### src/inc/eec_pkg.sv
// Functional notes
// [RULE1] a 256-byte byte-erasable array is mapped into the cpu address space
// [RULE2] only single-byte erase exists; no bulk or row erase
// [RULE3] erase, latch and pump bits decode into read, load, program, erase modes
// [RULE4] bit 7 enables wired-or interrupts; forced low without mask option
// [RULE5] bit 6 is set while the can module sleeps, cleared on wake
// [RULE6] bit 2 picks erase or program and freezes once an address is taken
// [RULE7] bit 1 lets address/data be taken; while low bits 2 and 0 stay low
// [RULE8] stop entry and every reset clear the latch bit
// [RULE9] bit 0 runs the pump; settable only after capture, cleared only with latch
// [RULE10] latch low reads like rom; latch high array reads give all ones
// [RULE11] software erase: latch+erase, write target, pump, wait, clear latch
// [RULE12] erase leaves all ones, program clears bits; erase data is ignored
// [RULE13] software program: latch, write data, pump, wait, clear latch
// [RULE14] other array accesses during an operation do not succeed
// [RULE15] after capture a write to another address has no effect
// [RULE16] software must erase a byte before programming it
// [RULE17] upper 224 bytes can be protected by the option byte protect bit
// [RULE18] protect bit low makes upper-region operations fail; low 32 never protected
// [RULE19] stop entry returns the array to read mode and stops the pump
// [RULE20] bits 5 and 4 read zero; sleep flag ignores writes; register resets zero
// [RULE21] a busy/done indication times the erase and program wait
package eec_pkg;
   // ************************************************************
   // address map
   // ************************************************************
   localparam logic [15:0] EEC_CTRL_ADDR = 16'h0007;
   localparam logic [15:0] EEC_STAT_ADDR = 16'h0020;
   localparam logic [15:0] EEC_ARR_BASE = 16'h0100;
   localparam int EEC_ARR_AW = 8;
   localparam int EEC_ARR_DEPTH = 256;
   localparam logic [7:0] EEC_UNPROT_TOP = 8'h1f; // highest never-protected offset
   // ************************************************************
   // control and status fields
   // ************************************************************
   localparam int EEC_CB_WIRED_OR_IRQ_ENABLE = 7;
   localparam int EEC_CB_CAF = 6;
   localparam int EEC_CB_BUS_CLOCK_OUTPUT_SELECT = 3;
   localparam int EEC_CB_ERA = 2;
   localparam int EEC_CB_LAT = 1;
   localparam int EEC_CB_PGM = 0;
   localparam logic [7:0] EEC_CTRL_RESET = 8'h00;
   localparam int EEC_SB_BUSY = 0;
   localparam int EEC_SB_DONE = 1;
   localparam int EEC_SB_REFUSED = 2;
   localparam logic [7:0] EEC_ERASED = 8'hff;
   localparam logic [7:0] EEC_ZERO = 8'h00;
   // ************************************************************
   // timing
   // ************************************************************
   localparam int EEC_CLK_MHZ = 100;
   localparam int EEC_T_ERASE_US = 10000;
   localparam int EEC_T_PROG_US = 10000;
   localparam int EEC_ERASE_CYC = EEC_T_ERASE_US * EEC_CLK_MHZ;
   localparam int EEC_PROG_CYC = EEC_T_PROG_US * EEC_CLK_MHZ;
   localparam int EEC_TMR_W = 24;
   // ************************************************************
   // operating modes
   // ************************************************************
   typedef enum logic [2:0] {
      EEC_MODE_READ,
      EEC_MODE_LOAD,
      EEC_MODE_PROG,
      EEC_MODE_ERA_RDY,
      EEC_MODE_ERASING
   } eec_mode_t;
endpackage

### src/core/eec_ctrl.sv
`timescale 1ns/100ps
module eec_ctrl
   import eec_pkg::*;
#(
   parameter int ERASE_CYCLES = EEC_ERASE_CYC,
   parameter int PROG_CYCLES = EEC_PROG_CYC
)
(
   input wire logic sys_clk,
   input wire logic rst,
   input wire logic [15:0] bus_addr,
   input wire logic [7:0] bus_wdata,
   input wire logic bus_wr,
   input wire logic bus_rd,
   output logic [7:0] bus_rdata,
   input wire logic stop_mode_enter,
   input wire logic can_sleep_enter,
   input wire logic can_wake,
   input wire logic wired_or_mask_option,
   input wire logic upper_region_protect,
   output logic pump_enable_out,
   output logic wired_or_irq_enable,
   output logic bus_clock_output_select,
   output logic nvm_busy,
   output logic nvm_done
);
   // ************************************************************
   // state
   // ************************************************************
   logic wired_or_irq_enable_q, wired_or_irq_enable_d;
   logic caf_q, caf_d;
   logic bus_clock_output_select_q, bus_clock_output_select_d;
   logic era_q, era_d;
   logic lat_q, lat_d;
   logic pgm_q, pgm_d;
   logic cap_q, cap_d;
   logic [7:0] tgt_addr_q, tgt_addr_d;
   logic [7:0] tgt_data_q, tgt_data_d;
   logic done_q, done_d;
   logic refused_q, refused_d;
   logic [7:0] rdata_q, rdata_d;

   logic is_ctrl, is_stat, is_arr;
   logic wr_ctrl, wr_arr;
   logic cap_ok, prot_hit;
   logic arr_we;
   logic [7:0] arr_wdata;
   logic [7:0] arr_rdata;
   logic [EEC_ARR_AW-1:0] arr_raddr;
   logic tmr_done, tmr_pulse;
   logic [EEC_TMR_W-1:0] tmr_len;
   eec_mode_t mode;

   // ************************************************************
   // address decode
   // ************************************************************
   assign is_ctrl = (bus_addr == EEC_CTRL_ADDR);
   assign is_stat = (bus_addr == EEC_STAT_ADDR);
   // 256 bytes at the array base [RULE1]
   assign is_arr = (bus_addr[15:EEC_ARR_AW] == EEC_ARR_BASE[15:EEC_ARR_AW]);
   assign wr_ctrl = bus_wr && is_ctrl;
   assign wr_arr = bus_wr && is_arr;

   // ************************************************************
   // mode decode of erase, latch and pump bits
   // ************************************************************
   always_comb begin
      case ({era_q, lat_q, pgm_q}) // [RULE3]
         3'b010: mode = EEC_MODE_LOAD;
         3'b011: mode = EEC_MODE_PROG;
         3'b110: mode = EEC_MODE_ERA_RDY;
         3'b111: mode = EEC_MODE_ERASING;
         default: mode = EEC_MODE_READ;
      endcase
   end

   // ************************************************************
   // capture and protection checks
   // ************************************************************
   // only one address per sequence, none once the pump runs
   assign cap_ok = lat_q && !pgm_q &&
      (!cap_q || (bus_addr[EEC_ARR_AW-1:0] == tgt_addr_q)); // [RULE15] [RULE14]
   // the low 32 bytes never fail, upper ones need the protect bit
   assign prot_hit = (tgt_addr_q > EEC_UNPROT_TOP) && !upper_region_protect; // [RULE17] [RULE18]

   // ************************************************************
   // wait timer: length chosen by the operation
   // ************************************************************
   assign tmr_len = era_q ? EEC_TMR_W'(ERASE_CYCLES) : EEC_TMR_W'(PROG_CYCLES);

   eec_wait_timer u_timer (
      .sys_clk(sys_clk),
      .rst(rst),
      .run(pgm_q),
      .len(tmr_len),
      .done(tmr_done),
      .done_pulse(tmr_pulse)
   );

   // ************************************************************
   // array write at the end of the wait
   // ************************************************************
   // erase gives all ones, program only clears bits, erase data unused
   assign arr_wdata = era_q ? EEC_ERASED : (arr_rdata & tgt_data_q); // [RULE12]
   assign arr_we = tmr_pulse && !prot_hit; // [RULE18]
   // during an operation the read port serves the target byte
   assign arr_raddr = pgm_q ? tgt_addr_q : bus_addr[EEC_ARR_AW-1:0];

   eec_array u_array (
      .sys_clk(sys_clk),
      .rd_addr(arr_raddr),
      .rd_data(arr_rdata),
      .wr_en(arr_we),
      .wr_addr(tgt_addr_q),
      .wr_data(arr_wdata)
   );

   // ************************************************************
   // control register next values
   // ************************************************************
   always_comb begin
      wired_or_irq_enable_d = wired_or_irq_enable_q;
      caf_d = caf_q;
      bus_clock_output_select_d = bus_clock_output_select_q;
      era_d = era_q;
      lat_d = lat_q;
      pgm_d = pgm_q;
      cap_d = cap_q;
      tgt_addr_d = tgt_addr_q;
      tgt_data_d = tgt_data_q;
      if (wr_ctrl) begin
         wired_or_irq_enable_d = bus_wdata[EEC_CB_WIRED_OR_IRQ_ENABLE];
         bus_clock_output_select_d = bus_wdata[EEC_CB_BUS_CLOCK_OUTPUT_SELECT];
         lat_d = bus_wdata[EEC_CB_LAT];
         // select may only change before an address is taken
         if (!cap_q) begin
            era_d = bus_wdata[EEC_CB_ERA]; // [RULE6]
         end
         // pump needs captured data; writing zero cannot stop it
         if (bus_wdata[EEC_CB_PGM] && cap_q && lat_q) begin
            pgm_d = 1'b1; // [RULE9]
         end
      end
      // address and data taken while latch set and pump off
      if (wr_arr && cap_ok) begin
         cap_d = 1'b1; // [RULE7]
         tgt_addr_d = bus_addr[EEC_ARR_AW-1:0];
         tgt_data_d = bus_wdata;
      end
      // stop entry drops back to read mode and stops the pump
      if (stop_mode_enter) begin
         lat_d = 1'b0; // [RULE8] [RULE19]
      end
      // latch low forces select and pump low
      if (!lat_d) begin
         era_d = 1'b0; // [RULE7]
         pgm_d = 1'b0; // [RULE9]
         cap_d = 1'b0;
      end
      // interrupt enable exists only with the mask option
      wired_or_irq_enable_d = wired_or_irq_enable_d & wired_or_mask_option; // [RULE4]
      // sleep flag follows the can module, set wins over wake
      if (can_wake) begin
         caf_d = 1'b0; // [RULE5]
      end
      if (can_sleep_enter) begin
         caf_d = 1'b1; // [RULE5]
      end
   end

   // ************************************************************
   // status next values: done and refused stick until latch clears
   // ************************************************************
   always_comb begin
      done_d = done_q;
      refused_d = refused_q;
      if (!lat_d) begin
         done_d = 1'b0;
         refused_d = 1'b0;
      end
      if (tmr_pulse) begin
         done_d = 1'b1; // [RULE21]
         refused_d = prot_hit; // [RULE18]
      end
   end

   // ************************************************************
   // read data, one cycle after the strobe
   // ************************************************************
   always_comb begin
      rdata_d = EEC_ZERO;
      if (bus_rd) begin
         if (is_ctrl) begin
            // bits 5 and 4 always zero [RULE20]
            rdata_d = {wired_or_irq_enable_q, caf_q, 2'b00, bus_clock_output_select_q, era_q, lat_q, pgm_q};
         end else if (is_stat) begin
            rdata_d[EEC_SB_BUSY] = pgm_q && !tmr_done;
            rdata_d[EEC_SB_DONE] = done_q;
            rdata_d[EEC_SB_REFUSED] = refused_q;
         end else if (is_arr) begin
            // rom-like read only with the latch clear [RULE10] [RULE14]
            rdata_d = lat_q ? EEC_ERASED : arr_rdata;
         end
      end
   end

   // ************************************************************
   // registers
   // ************************************************************
   always_ff @(posedge sys_clk) begin
      if (rst) begin
         // whole register clears on reset [RULE20] [RULE8]
         {wired_or_irq_enable_q, caf_q, bus_clock_output_select_q, era_q, lat_q, pgm_q} <= '0;
         cap_q <= 1'b0;
         tgt_addr_q <= EEC_ZERO;
         tgt_data_q <= EEC_ZERO;
         done_q <= 1'b0;
         refused_q <= 1'b0;
         rdata_q <= EEC_CTRL_RESET;
      end else begin
         wired_or_irq_enable_q <= wired_or_irq_enable_d;
         caf_q <= caf_d;
         bus_clock_output_select_q <= bus_clock_output_select_d;
         era_q <= era_d;
         lat_q <= lat_d;
         pgm_q <= pgm_d;
         cap_q <= cap_d;
         tgt_addr_q <= tgt_addr_d;
         tgt_data_q <= tgt_data_d;
         done_q <= done_d;
         refused_q <= refused_d;
         rdata_q <= rdata_d;
      end
   end

   // ************************************************************
   // outputs
   // ************************************************************
   assign bus_rdata = rdata_q;
   assign pump_enable_out = (mode == EEC_MODE_PROG) || (mode == EEC_MODE_ERASING); // [RULE9]
   assign wired_or_irq_enable = wired_or_irq_enable_q;
   assign bus_clock_output_select = bus_clock_output_select_q;
   assign nvm_busy = pgm_q && !tmr_done; // [RULE21]
   assign nvm_done = done_q;
endmodule

### src/core/eec_array.sv
`timescale 1ns/100ps
module eec_array
   import eec_pkg::*;
(
   input wire logic sys_clk,
   input wire logic [EEC_ARR_AW-1:0] rd_addr,
   output logic [7:0] rd_data,
   input wire logic wr_en,
   input wire logic [EEC_ARR_AW-1:0] wr_addr,
   input wire logic [7:0] wr_data
);
   logic [7:0] mem_q [EEC_ARR_DEPTH];

   // ************************************************************
   // one byte cell per entry, no reset: contents are nonvolatile
   // ************************************************************
   for (genvar i = 0; i < EEC_ARR_DEPTH; i++) begin : g_cell
      logic [7:0] cell_d;
      always_comb begin
         cell_d = mem_q[i];
         if (wr_en && (wr_addr == EEC_ARR_AW'(i))) begin
            cell_d = wr_data; // single byte only [RULE2]
         end
      end
      always_ff @(posedge sys_clk) begin
         mem_q[i] <= cell_d;
      end
   end

   // read by index
   assign rd_data = mem_q[rd_addr];
endmodule

### src/core/eec_wait_timer.sv
`timescale 1ns/100ps
module eec_wait_timer
   import eec_pkg::*;
(
   input wire logic sys_clk,
   input wire logic rst,
   input wire logic run,
   input wire logic [EEC_TMR_W-1:0] len,
   output logic done,
   output logic done_pulse
);
   logic [EEC_TMR_W-1:0] cnt_q;
   logic [EEC_TMR_W-1:0] cnt_d;
   logic done_q;
   logic done_d;

   // ************************************************************
   // counts pump-on cycles, restarts whenever run drops
   // ************************************************************
   assign done_pulse = run && !done_q && (cnt_q == len - EEC_TMR_W'(1));
   assign done = done_q;

   // next count
   always_comb begin
      cnt_d = cnt_q;
      done_d = done_q;
      if (!run) begin
         cnt_d = '0;
         done_d = 1'b0;
      end else if (done_pulse) begin
         done_d = 1'b1; // [RULE21]
      end else if (!done_q) begin
         cnt_d = cnt_q + EEC_TMR_W'(1);
      end
   end

   // registers
   always_ff @(posedge sys_clk) begin
      if (rst) begin
         cnt_q <= '0;
         done_q <= 1'b0;
      end else begin
         cnt_q <= cnt_d;
         done_q <= done_d;
      end
   end
endmodule

### config.mk
export PLATFORM = sky130hd
export DESIGN_NAME = eec_ctrl
export DESIGN_NICKNAME = d
export VERILOG_FILES = /design/src/inc/eec_pkg.sv /design/src/core/eec_ctrl.sv /design/src/core/eec_array.sv /design/src/core/eec_wait_timer.sv
export SDC_FILE = /design/constraint.sdc
export NUM_CORES = 2
export LEC_CHECK = 0
export BUFFER_PORTS_ARGS = -buffer_cell sky130_fd_sc_hd__clkbuf_2
export CAP_MARGIN = 0
export CORE_UTILIZATION = 57
export CTS_CLUSTER_SIZE = 25
export DETAILED_ROUTE_END_ITERATION = 7
export GPL_ROUTABILITY_DRIVEN = 1
export PLACE_DENSITY_LB_ADDON = 0.2
export SLEW_MARGIN = 30
export SYNTH_ARGS = -nofsm -noshare
export SYNTH_HDL_FRONTEND = slang
export SYNTH_SLANG_ARGS = --single-unit
### constraint.sdc
create_clock -name sys_clk -period 14.2 [get_ports sys_clk]
set_input_delay 1.42 -clock sys_clk [delete_from_list [all_inputs] [get_ports sys_clk]]
set_output_delay 1.42 -clock sys_clk [all_outputs]
set_load 0.1 [all_outputs]
# [After elaboration in Yosys (flattened, before gate mapping)]
# Memories as Yosys holds them, arrays and structs flattened.
# Cells that the tools add are included.
[word_totals] out_inout_bits=13 ram_bits=2048 elab_cells=2125 register_bits=58 n_memories=1 inputBits=33
[mem_list] memory="u_array.mem_q" depth=256 word_bits=8 read_ports=1 rd_clocked_by_memory_dff=0 wr=1 line_no="eec_array.sv:12" rtl="logic [7:0] mem_q [EEC_ARR_DEPTH];"
[op_classes] add_sub_neg=1 magnitude_cmp=1 bitwise=9 eq_ne=523 reduce_logical=538 n_mux=1037
[ops] operator="two-way mux 8 bit" count=771
[ops] operator="OR reduction 8 bit" count=255
[ops] operator="equality test 8 bit (second input constant)" count=128
[ops] operator="equality test 8 x 7 -> 1 bit (second input constant)" count=64
[ops] operator="logical AND 1 bit" count=267
[ops] operator="two-way mux 1 bit" count=263
[ops] operator="equality test 8 x 6 -> 1 bit (second input constant)" count=32
[ops] operator="!= test 1 bit (second input constant)" count=256
[ops] operator="equality test 8 x 5 -> 1 bit (second input constant)" count=16
[ops] operator="equality test 8 x 4 -> 1 bit (second input constant)" count=8
[ops] operator="equality test 8 x 3 -> 1 bit (second input constant)" count=4
[ops] operator="adder 24 x 1 -> 24 bit (second input constant)" count=1
[ops] operator="equality test 24 x 20 -> 1 bit (second input constant)" count=1
[ops] operator="equality test 16 x 3 -> 1 bit (second input constant)" count=1
[ops] operator="equality test 16 x 6 -> 1 bit (second input constant)" count=1
[ops] operator="equality test 8 x 1 -> 1 bit (second input constant)" count=2
[ops] operator="equality test 8 x 2 -> 1 bit (second input constant)" count=2
[ops] operator="case mux 3 bit (4 select lines)" count=1
[ops] operator="equality test 3 x 2 -> 1 bit (second input constant)" count=3
[ops] operator="equality test 3 bit (second input constant)" count=3
[ops] operator="bitwise AND 8 bit" count=1
[ops] operator="equality test 8 bit" count=1
[ops] operator="> comparator 8 x 5 -> 1 bit (second input constant)" count=1
[ops] operator="logical NOT 8 bit" count=1
[ops] operator="other kinds (11)" count=26

# [Logic depth before layout (Yosys ltp)]
[depth] word_depth=262 ltp_mapped=16 mapped_depth_nobuf=10

# [Hierarchy]
# From an unflattened synthesis, not the netlist that was laid out.
[unflattened] cells_unflattened=4341 area_unflattened_um2=84074.4
[modules_own_cells] mod="eec_array" area_each_um2=79403.7 cells_each=3780 instances=1 seq_area_each_um2=61499.0
[modules_own_cells] mod="eec_ctrl" area_each_um2=2397.3 cells_each=281 instances=1 seq_area_each_um2=660.6
[modules_own_cells] mod="eec_wait_timer" area_each_um2=2273.4 cells_each=280 instances=1 seq_area_each_um2=500.5

# [Worst setup path before layout]
# Ideal clock, no wire load.
[synth_path] path_type="input to register" startpoint="input bus_addr[0]" endpoint="memory u_array.mem_q[0][6], data pin" required_ns=12.011 t_arrival_ns=13.306 setup_time_ns=2.189 setup_slack_ns=-1.295 cell_stages=13 n_path_buf=5 path_cell_list="mux2_4 -> buf_6 -> buf_8 -> buf_6 -> buf_4 -> buf_2 -> mux2i_1 -> o221ai_1 -> a21oi_1 -> o31ai_1 -> o311a_1 -> a21oi_1 -> o21ai_0"
[synth_via] elab_chain_len=260 word_cells_on_any_way=515 cone_classes="mux: 513; bitwise: 1; memory: 1"
[synth_rtl] element="start, declared" line_no="eec_ctrl.sv:11" rtl="input wire logic [15:0] bus_addr,"
[synth_rtl] element="two-way mux 8 bit (*)" line_no="eec_ctrl.sv:107" rtl="assign arr_raddr = pgm_q ? tgt_addr_q : bus_addr[EEC_ARR_AW-1:0];"
[synth_rtl] element="memory (256 x 8 bit) (*)"
[synth_rtl] element="bitwise AND 8 bit (*)" line_no="eec_ctrl.sv:104" rtl="assign arr_wdata = era_q ? EEC_ERASED : (arr_rdata & tgt_data_q);"
[synth_rtl] element="two-way mux 8 bit (*)" line_no="eec_ctrl.sv:104"
[synth_rtl] element="net arr_wdata[6]" line_no="eec_ctrl.sv:47" rtl="logic [7:0] arr_wdata;"
[synth_rtl] element="two-way mux 8 bit" line_no="eec_array.sv:21" rtl="if (wr_en && (wr_addr == EEC_ARR_AW'(i))) begin"
[synth_rtl] element="two-way mux 8 bit (no source line) (254 in a row)"
[synth_rtl] element="two-way mux 8 bit (no source line) (*)"
[synth_rtl] element="end, declared" line_no="eec_array.sv:12"
# Mark *: on every way through the listed nets, which the timed path passes. The rest lies on a longest branch. The select of a mux whose other input is x is not followed.

# [Final worst setup path]
[layout_path] startpoint="register pgm_q" endpoint="memory u_array.mem_q[240][3], data pin"
[layout_via] word_cells_on_any_way=1283 cone_classes="eq/ne: 255; mux: 513; bitwise: 1; reduce/logical: 513; memory: 1"
[layout_rtl] element="start, declared" line_no="eec_ctrl.sv:35" rtl="logic pgm_q, pgm_d;"
[layout_rtl] element="start signal, assigned" line_no="eec_ctrl.sv:226" rtl="pgm_q <= pgm_d;"
[layout_rtl] element="two-way mux 8 bit (*)" line_no="eec_ctrl.sv:107"
[layout_rtl] element="memory (256 x 8 bit) (*)"
[layout_rtl] element="bitwise AND 8 bit (*)" line_no="eec_ctrl.sv:104"
[layout_rtl] element="two-way mux 8 bit (*)" line_no="eec_ctrl.sv:104"
[layout_rtl] element="net arr_wdata[3]" line_no="eec_ctrl.sv:47"
[layout_rtl] element="two-way mux 8 bit" line_no="eec_array.sv:21"
[layout_rtl] element="two-way mux 8 bit (no source line) (254 in a row)"
[layout_rtl] element="two-way mux 8 bit (no source line) (*)"
# Marked as above.

==> impl_results.md <==
- Outcome: finished, violations left
- Violated checks: DRC
- Share of cells above drive strength 1: between 10% and 20%
- Most Used Layer, Global Route: met2
- Critical path type: flip-flop to flip-flop
- FILL cells: approximately 10000
- Overall Power: approximately 12 mW
- CP required: between 10 and 15 ns
- Hold WC Path Type: flip-flop to flip-flop
- FP Rows: 139
- Syn_nets: about 4800
- Setup TNS after final layout: 0 ns
- Wirelength per Cell: roughly 31 um
- DR vias/cell: 6.65
- First-pass GRT wire length: 310 mm
- Synth area leaders: edfxtp_1 74%, mux4_2 8.6%, mux2i_1 2.7%
- Residual DRC: 22
- Worst-path cell chain: buf_4, mux2_8, buf_12, buf_4, mux4_2, a2111oi_0, nor3_1, nor4_1, nor3_1, a21oi_1, o21ai_4, buf_12, buf_16
- Crit-path max cell delay: 0.81 ns
- Die W: 383 um
- Post-CTS resize count: 0
- Period utilization: just under 50%
- Leakage: 25.4 nW
- Setup slack, reg-to-reg: between 7 and 8 ns
- Setup crit start: pgm_q
- Initial antenna violation count: 8
- TritonCTS Buffers: around 210
- Switching part of the total power: about a fifth
- Die H: between 300 and 400 um
- Root buffer cell: clkbuf_16
- M1 GR Usage: between 40% and 50%
- Register share of total power: between 50% and 60%
- Clock Latency Late Sink: 0.85 ns
- Share of flip-flops with an asynchronous set or reset: 0%
- Crit Reg-Reg Startpoint: pgm_q
- TritonCTS clock tree: done
- Max-slew violation count: 0
- Reg clk slew, reported paths: approximately 0.060 ns
- Power Dens Cells: about 140 nW/um2
- Achievable clock frequency: roughly 140 MHz
- ANT nets after route: 0
- Total Routing Usage GR: just under 30%
- HPWL after DPL: between 100 and 150 mm
- Largest net degree at the start of global routing: roughly 260
- Unrepaired setup endpoints after global routing: no
- Synthesized netlist cell count: around 4800
- Startpoint class of the critical path: flip-flop
- Post-layout nets: 4869
- Seq/Total Area, Yosys: between 70% and 80%
- Net switching power: roughly 2.6 mW
- H-tree Lvls: 4
- Number of I/O port buffers: 45
- Longest Clk Path Bufs: 3
- Final wirelength: approximately 220 mm
- Clock share of power: 42.3%
- Hold endpoint: bus_rdata[7]
- Initial core utilization: approximately 58%
- Mapped Area: approximately 83000 um2
- Post-CTS Setup Repair Bufs: 0
- Synth area leader: edfxtp_1
- Internal: 9.79 mW
- Reg2reg path depth: 13
- Yosys cell types: 67
- Comb power frac: between 3 and 4%
- Crit-path slowest cell: a2111oi_0
- Slew @ Worst Pin: ~1.1 ns
- Yosys warns: 0
- Cts-stage hold buffer count: 0
- Area share of the largest cell type after synthesis: approximately 74%
- Flops & latches, synth: 2106
- Layout Utilization: a little under two thirds
- Global route overflow: 0
- Met2 Use GR: between 40 and 50%
- Clock Sinks: 2106
- Vias in the first global route: 44100
- Total iterations of the first detailed-routing run: 8
- Routability cong.: approximately 0.86
- Worst vdd ir: approximately 0.096 mV
- Hold Path Cell Cnt: 2
- CP max FO: approximately 140
- Grt met3 use: around 7.6%
- Critical Path Sink Type: flip-flop
- Ports: 46
- Min Tclk post-route: 7.02 ns
- R2R Path End: u_array.mem_q[240][3]
- Synth-to-Final Area Change: 10.8%
- Final setup fails: 0
- Max_cap viols: 0
- Slew headroom: a little under a quarter
- Number of synthesized flops with an enable pin: slightly above 2000
- Core footprint: ~140000 um2
- Mean Syn Cell Area: roughly 17 um2
- Routed vias: 46000
- Iter 0 DRT Violations: between 5000 and 6000
- Die area: 147000 um2
- Arr. time, crit path: 7.41 ns
- HP Start: wired_or_irq_enable
- Most used DFF post-synth: edfxtp_1
- Fin. Hold Viols: 0
- Layout Skew: between 0.04 and 0.05 ns
[synthesized netlist by cell type, types with 58 or more instances]
library cell and number:
a21oi_1 256, buf_2 83, clkbuf_1 128, dfxtp_1 58
edfxtp_1 2048, mux2i_1 227, mux4_2 316, nand2_1 594
nand3_1 64, nor2_1 336, nor3_1 81, o22ai_1 75
[placed cells by master, fill, tap and decap left out, types with 13 or more instances in the layout]
| cell | instances |
|---|---|
| edfxtp_1 | 2048 |
| nand2_1 | 577 |
| mux4_2 | 316 |
| nor2_1 | 310 |
| a21oi_1 | 255 |
| mux2i_1 | 223 |
| clkbuf_16 | 211 |
| nor3_1 | 81 |
| o22ai_1 | 74 |
| buf_4 | 61 |
| nand3_1 | 60 |
| dfxtp_1 | 58 |
| clkinv_1 | 53 |
| clkbuf_1 | 52 |
| a2111oi_0 | 49 |
| a211oi_1 | 48 |
| o21ai_0 | 45 |
| clkbuf_2 | 45 |
| o221ai_1 | 36 |
| clkinv_2 | 36 |
| and3_1 | 33 |
| a31oi_1 | 31 |
| nor2_2 | 26 |
| nor4_1 | 19 |
| xor2_1 | 17 |
| or3_1 | 16 |
| buf_12 | 15 |
| xnor2_1 | 13 |
[cells by family after synthesis]
kind of cell / count (synthesis) / share of synthesized area, %
adders and majority gates: 1 / 0.0151
DFF: 2106 / 75.7
xor gates and xnor gates: 30 / 0.317
buffers and inverters: 306 / 1.86
AOI/OAI and AO/OA: 608 / 4.63
and+or+nand+nor: 1191 / 6.01
muxes: 551 / 11.5
[through the flow]
step | instances | area, um2 | setup slack, ns | hold WS [ns]
2_1_floorplan | 4793 | 82800 | 3.09 | 0.457
3_3_place_gp | 6524 | 84900 | 6.56 | 0.466
3_5_place_dp | 6528 | 85100 | 6.63 | 0.467
4_1_cts | 6909 | 91600 | 7.40 | 0.476
5_1_grt | 6910 | 91700 | 6.97 | 0.523
6_report | 6913 | 91700 | 7.18 | 0.491
[layout make-up]
| class | count | area [um2] | share of cell area (%) |
|---|---|---|---|
| Clock buffer | 266 | 5520 | 6.02 |
| Sequential cell | 2106 | 62700 | 68.4 |
| Clock inverter | 115 | 911 | 0.994 |
| Antenna cell | 3 | 7.51 | 0.00819 |
| Timing Repair Buffer | 129 | 1150 | 1.26 |
| Inverter | 10 | 37.5 | 0.0409 |
| Tap cell | 1903 | 2380 | 2.60 |
| Multi-Input combinational cell | 2381 | 19000 | 20.7 |
[registers in the layout, summed over array words and instances (netlist names)]
name,count
u_timer.done,1
era_q,1
tgt_data_q,8
wired_or_irq_enable,1
pgm_q,1
bus_rdata,8
u_timer.cnt_q,24
tgt_addr_q,8
cap_q,1
u_array.mem_q,2048
refused_q,1
caf_q,1
lat_q,1
bus_clock_output_select,1
nvm_done,1
[worst max path at each step]
stage                                  endpoint
after floorplan             u_array.mem_q[0][0]
after global placement    u_array.mem_q[120][4]
after detailed placement  u_array.mem_q[114][2]
after CTS                 u_array.mem_q[112][2]
after global routing      u_array.mem_q[113][2]
final                     u_array.mem_q[240][3]
[per-layer routing]
layer	part of all wire [%]	vias to the layer above
met5	0.010	-
met4	3.7	4
met3	11	441
met2	46	2846
met1	39	23600
li1	-	19100
[power by group through the flow]
stage / Combinational [mW] / Sequential, mW / Clock [mW]
after global routing: 0.456 / 6.71 / 5.51
after CTS: 0.432 / 6.71 / 5.28
after floorplan: 0.267 / 6.84 / 0
after global placement: 0.428 / 6.84 / 0
final: 0.440 / 6.71 / 5.25
after detailed placement: 0.431 / 6.84 / 0
[critical path: cells and delay by family (launching register included)]
kind                   cells  cell delay (ns)
AO/OA/AOI/OAI              3             1.27
AND/OR/NAND/NOR            3             0.92
buffers and inverters      5             2.25
flip-flops                 1             0.35
multiplexers               2             1.28
(Power assumes the default switching activity.)
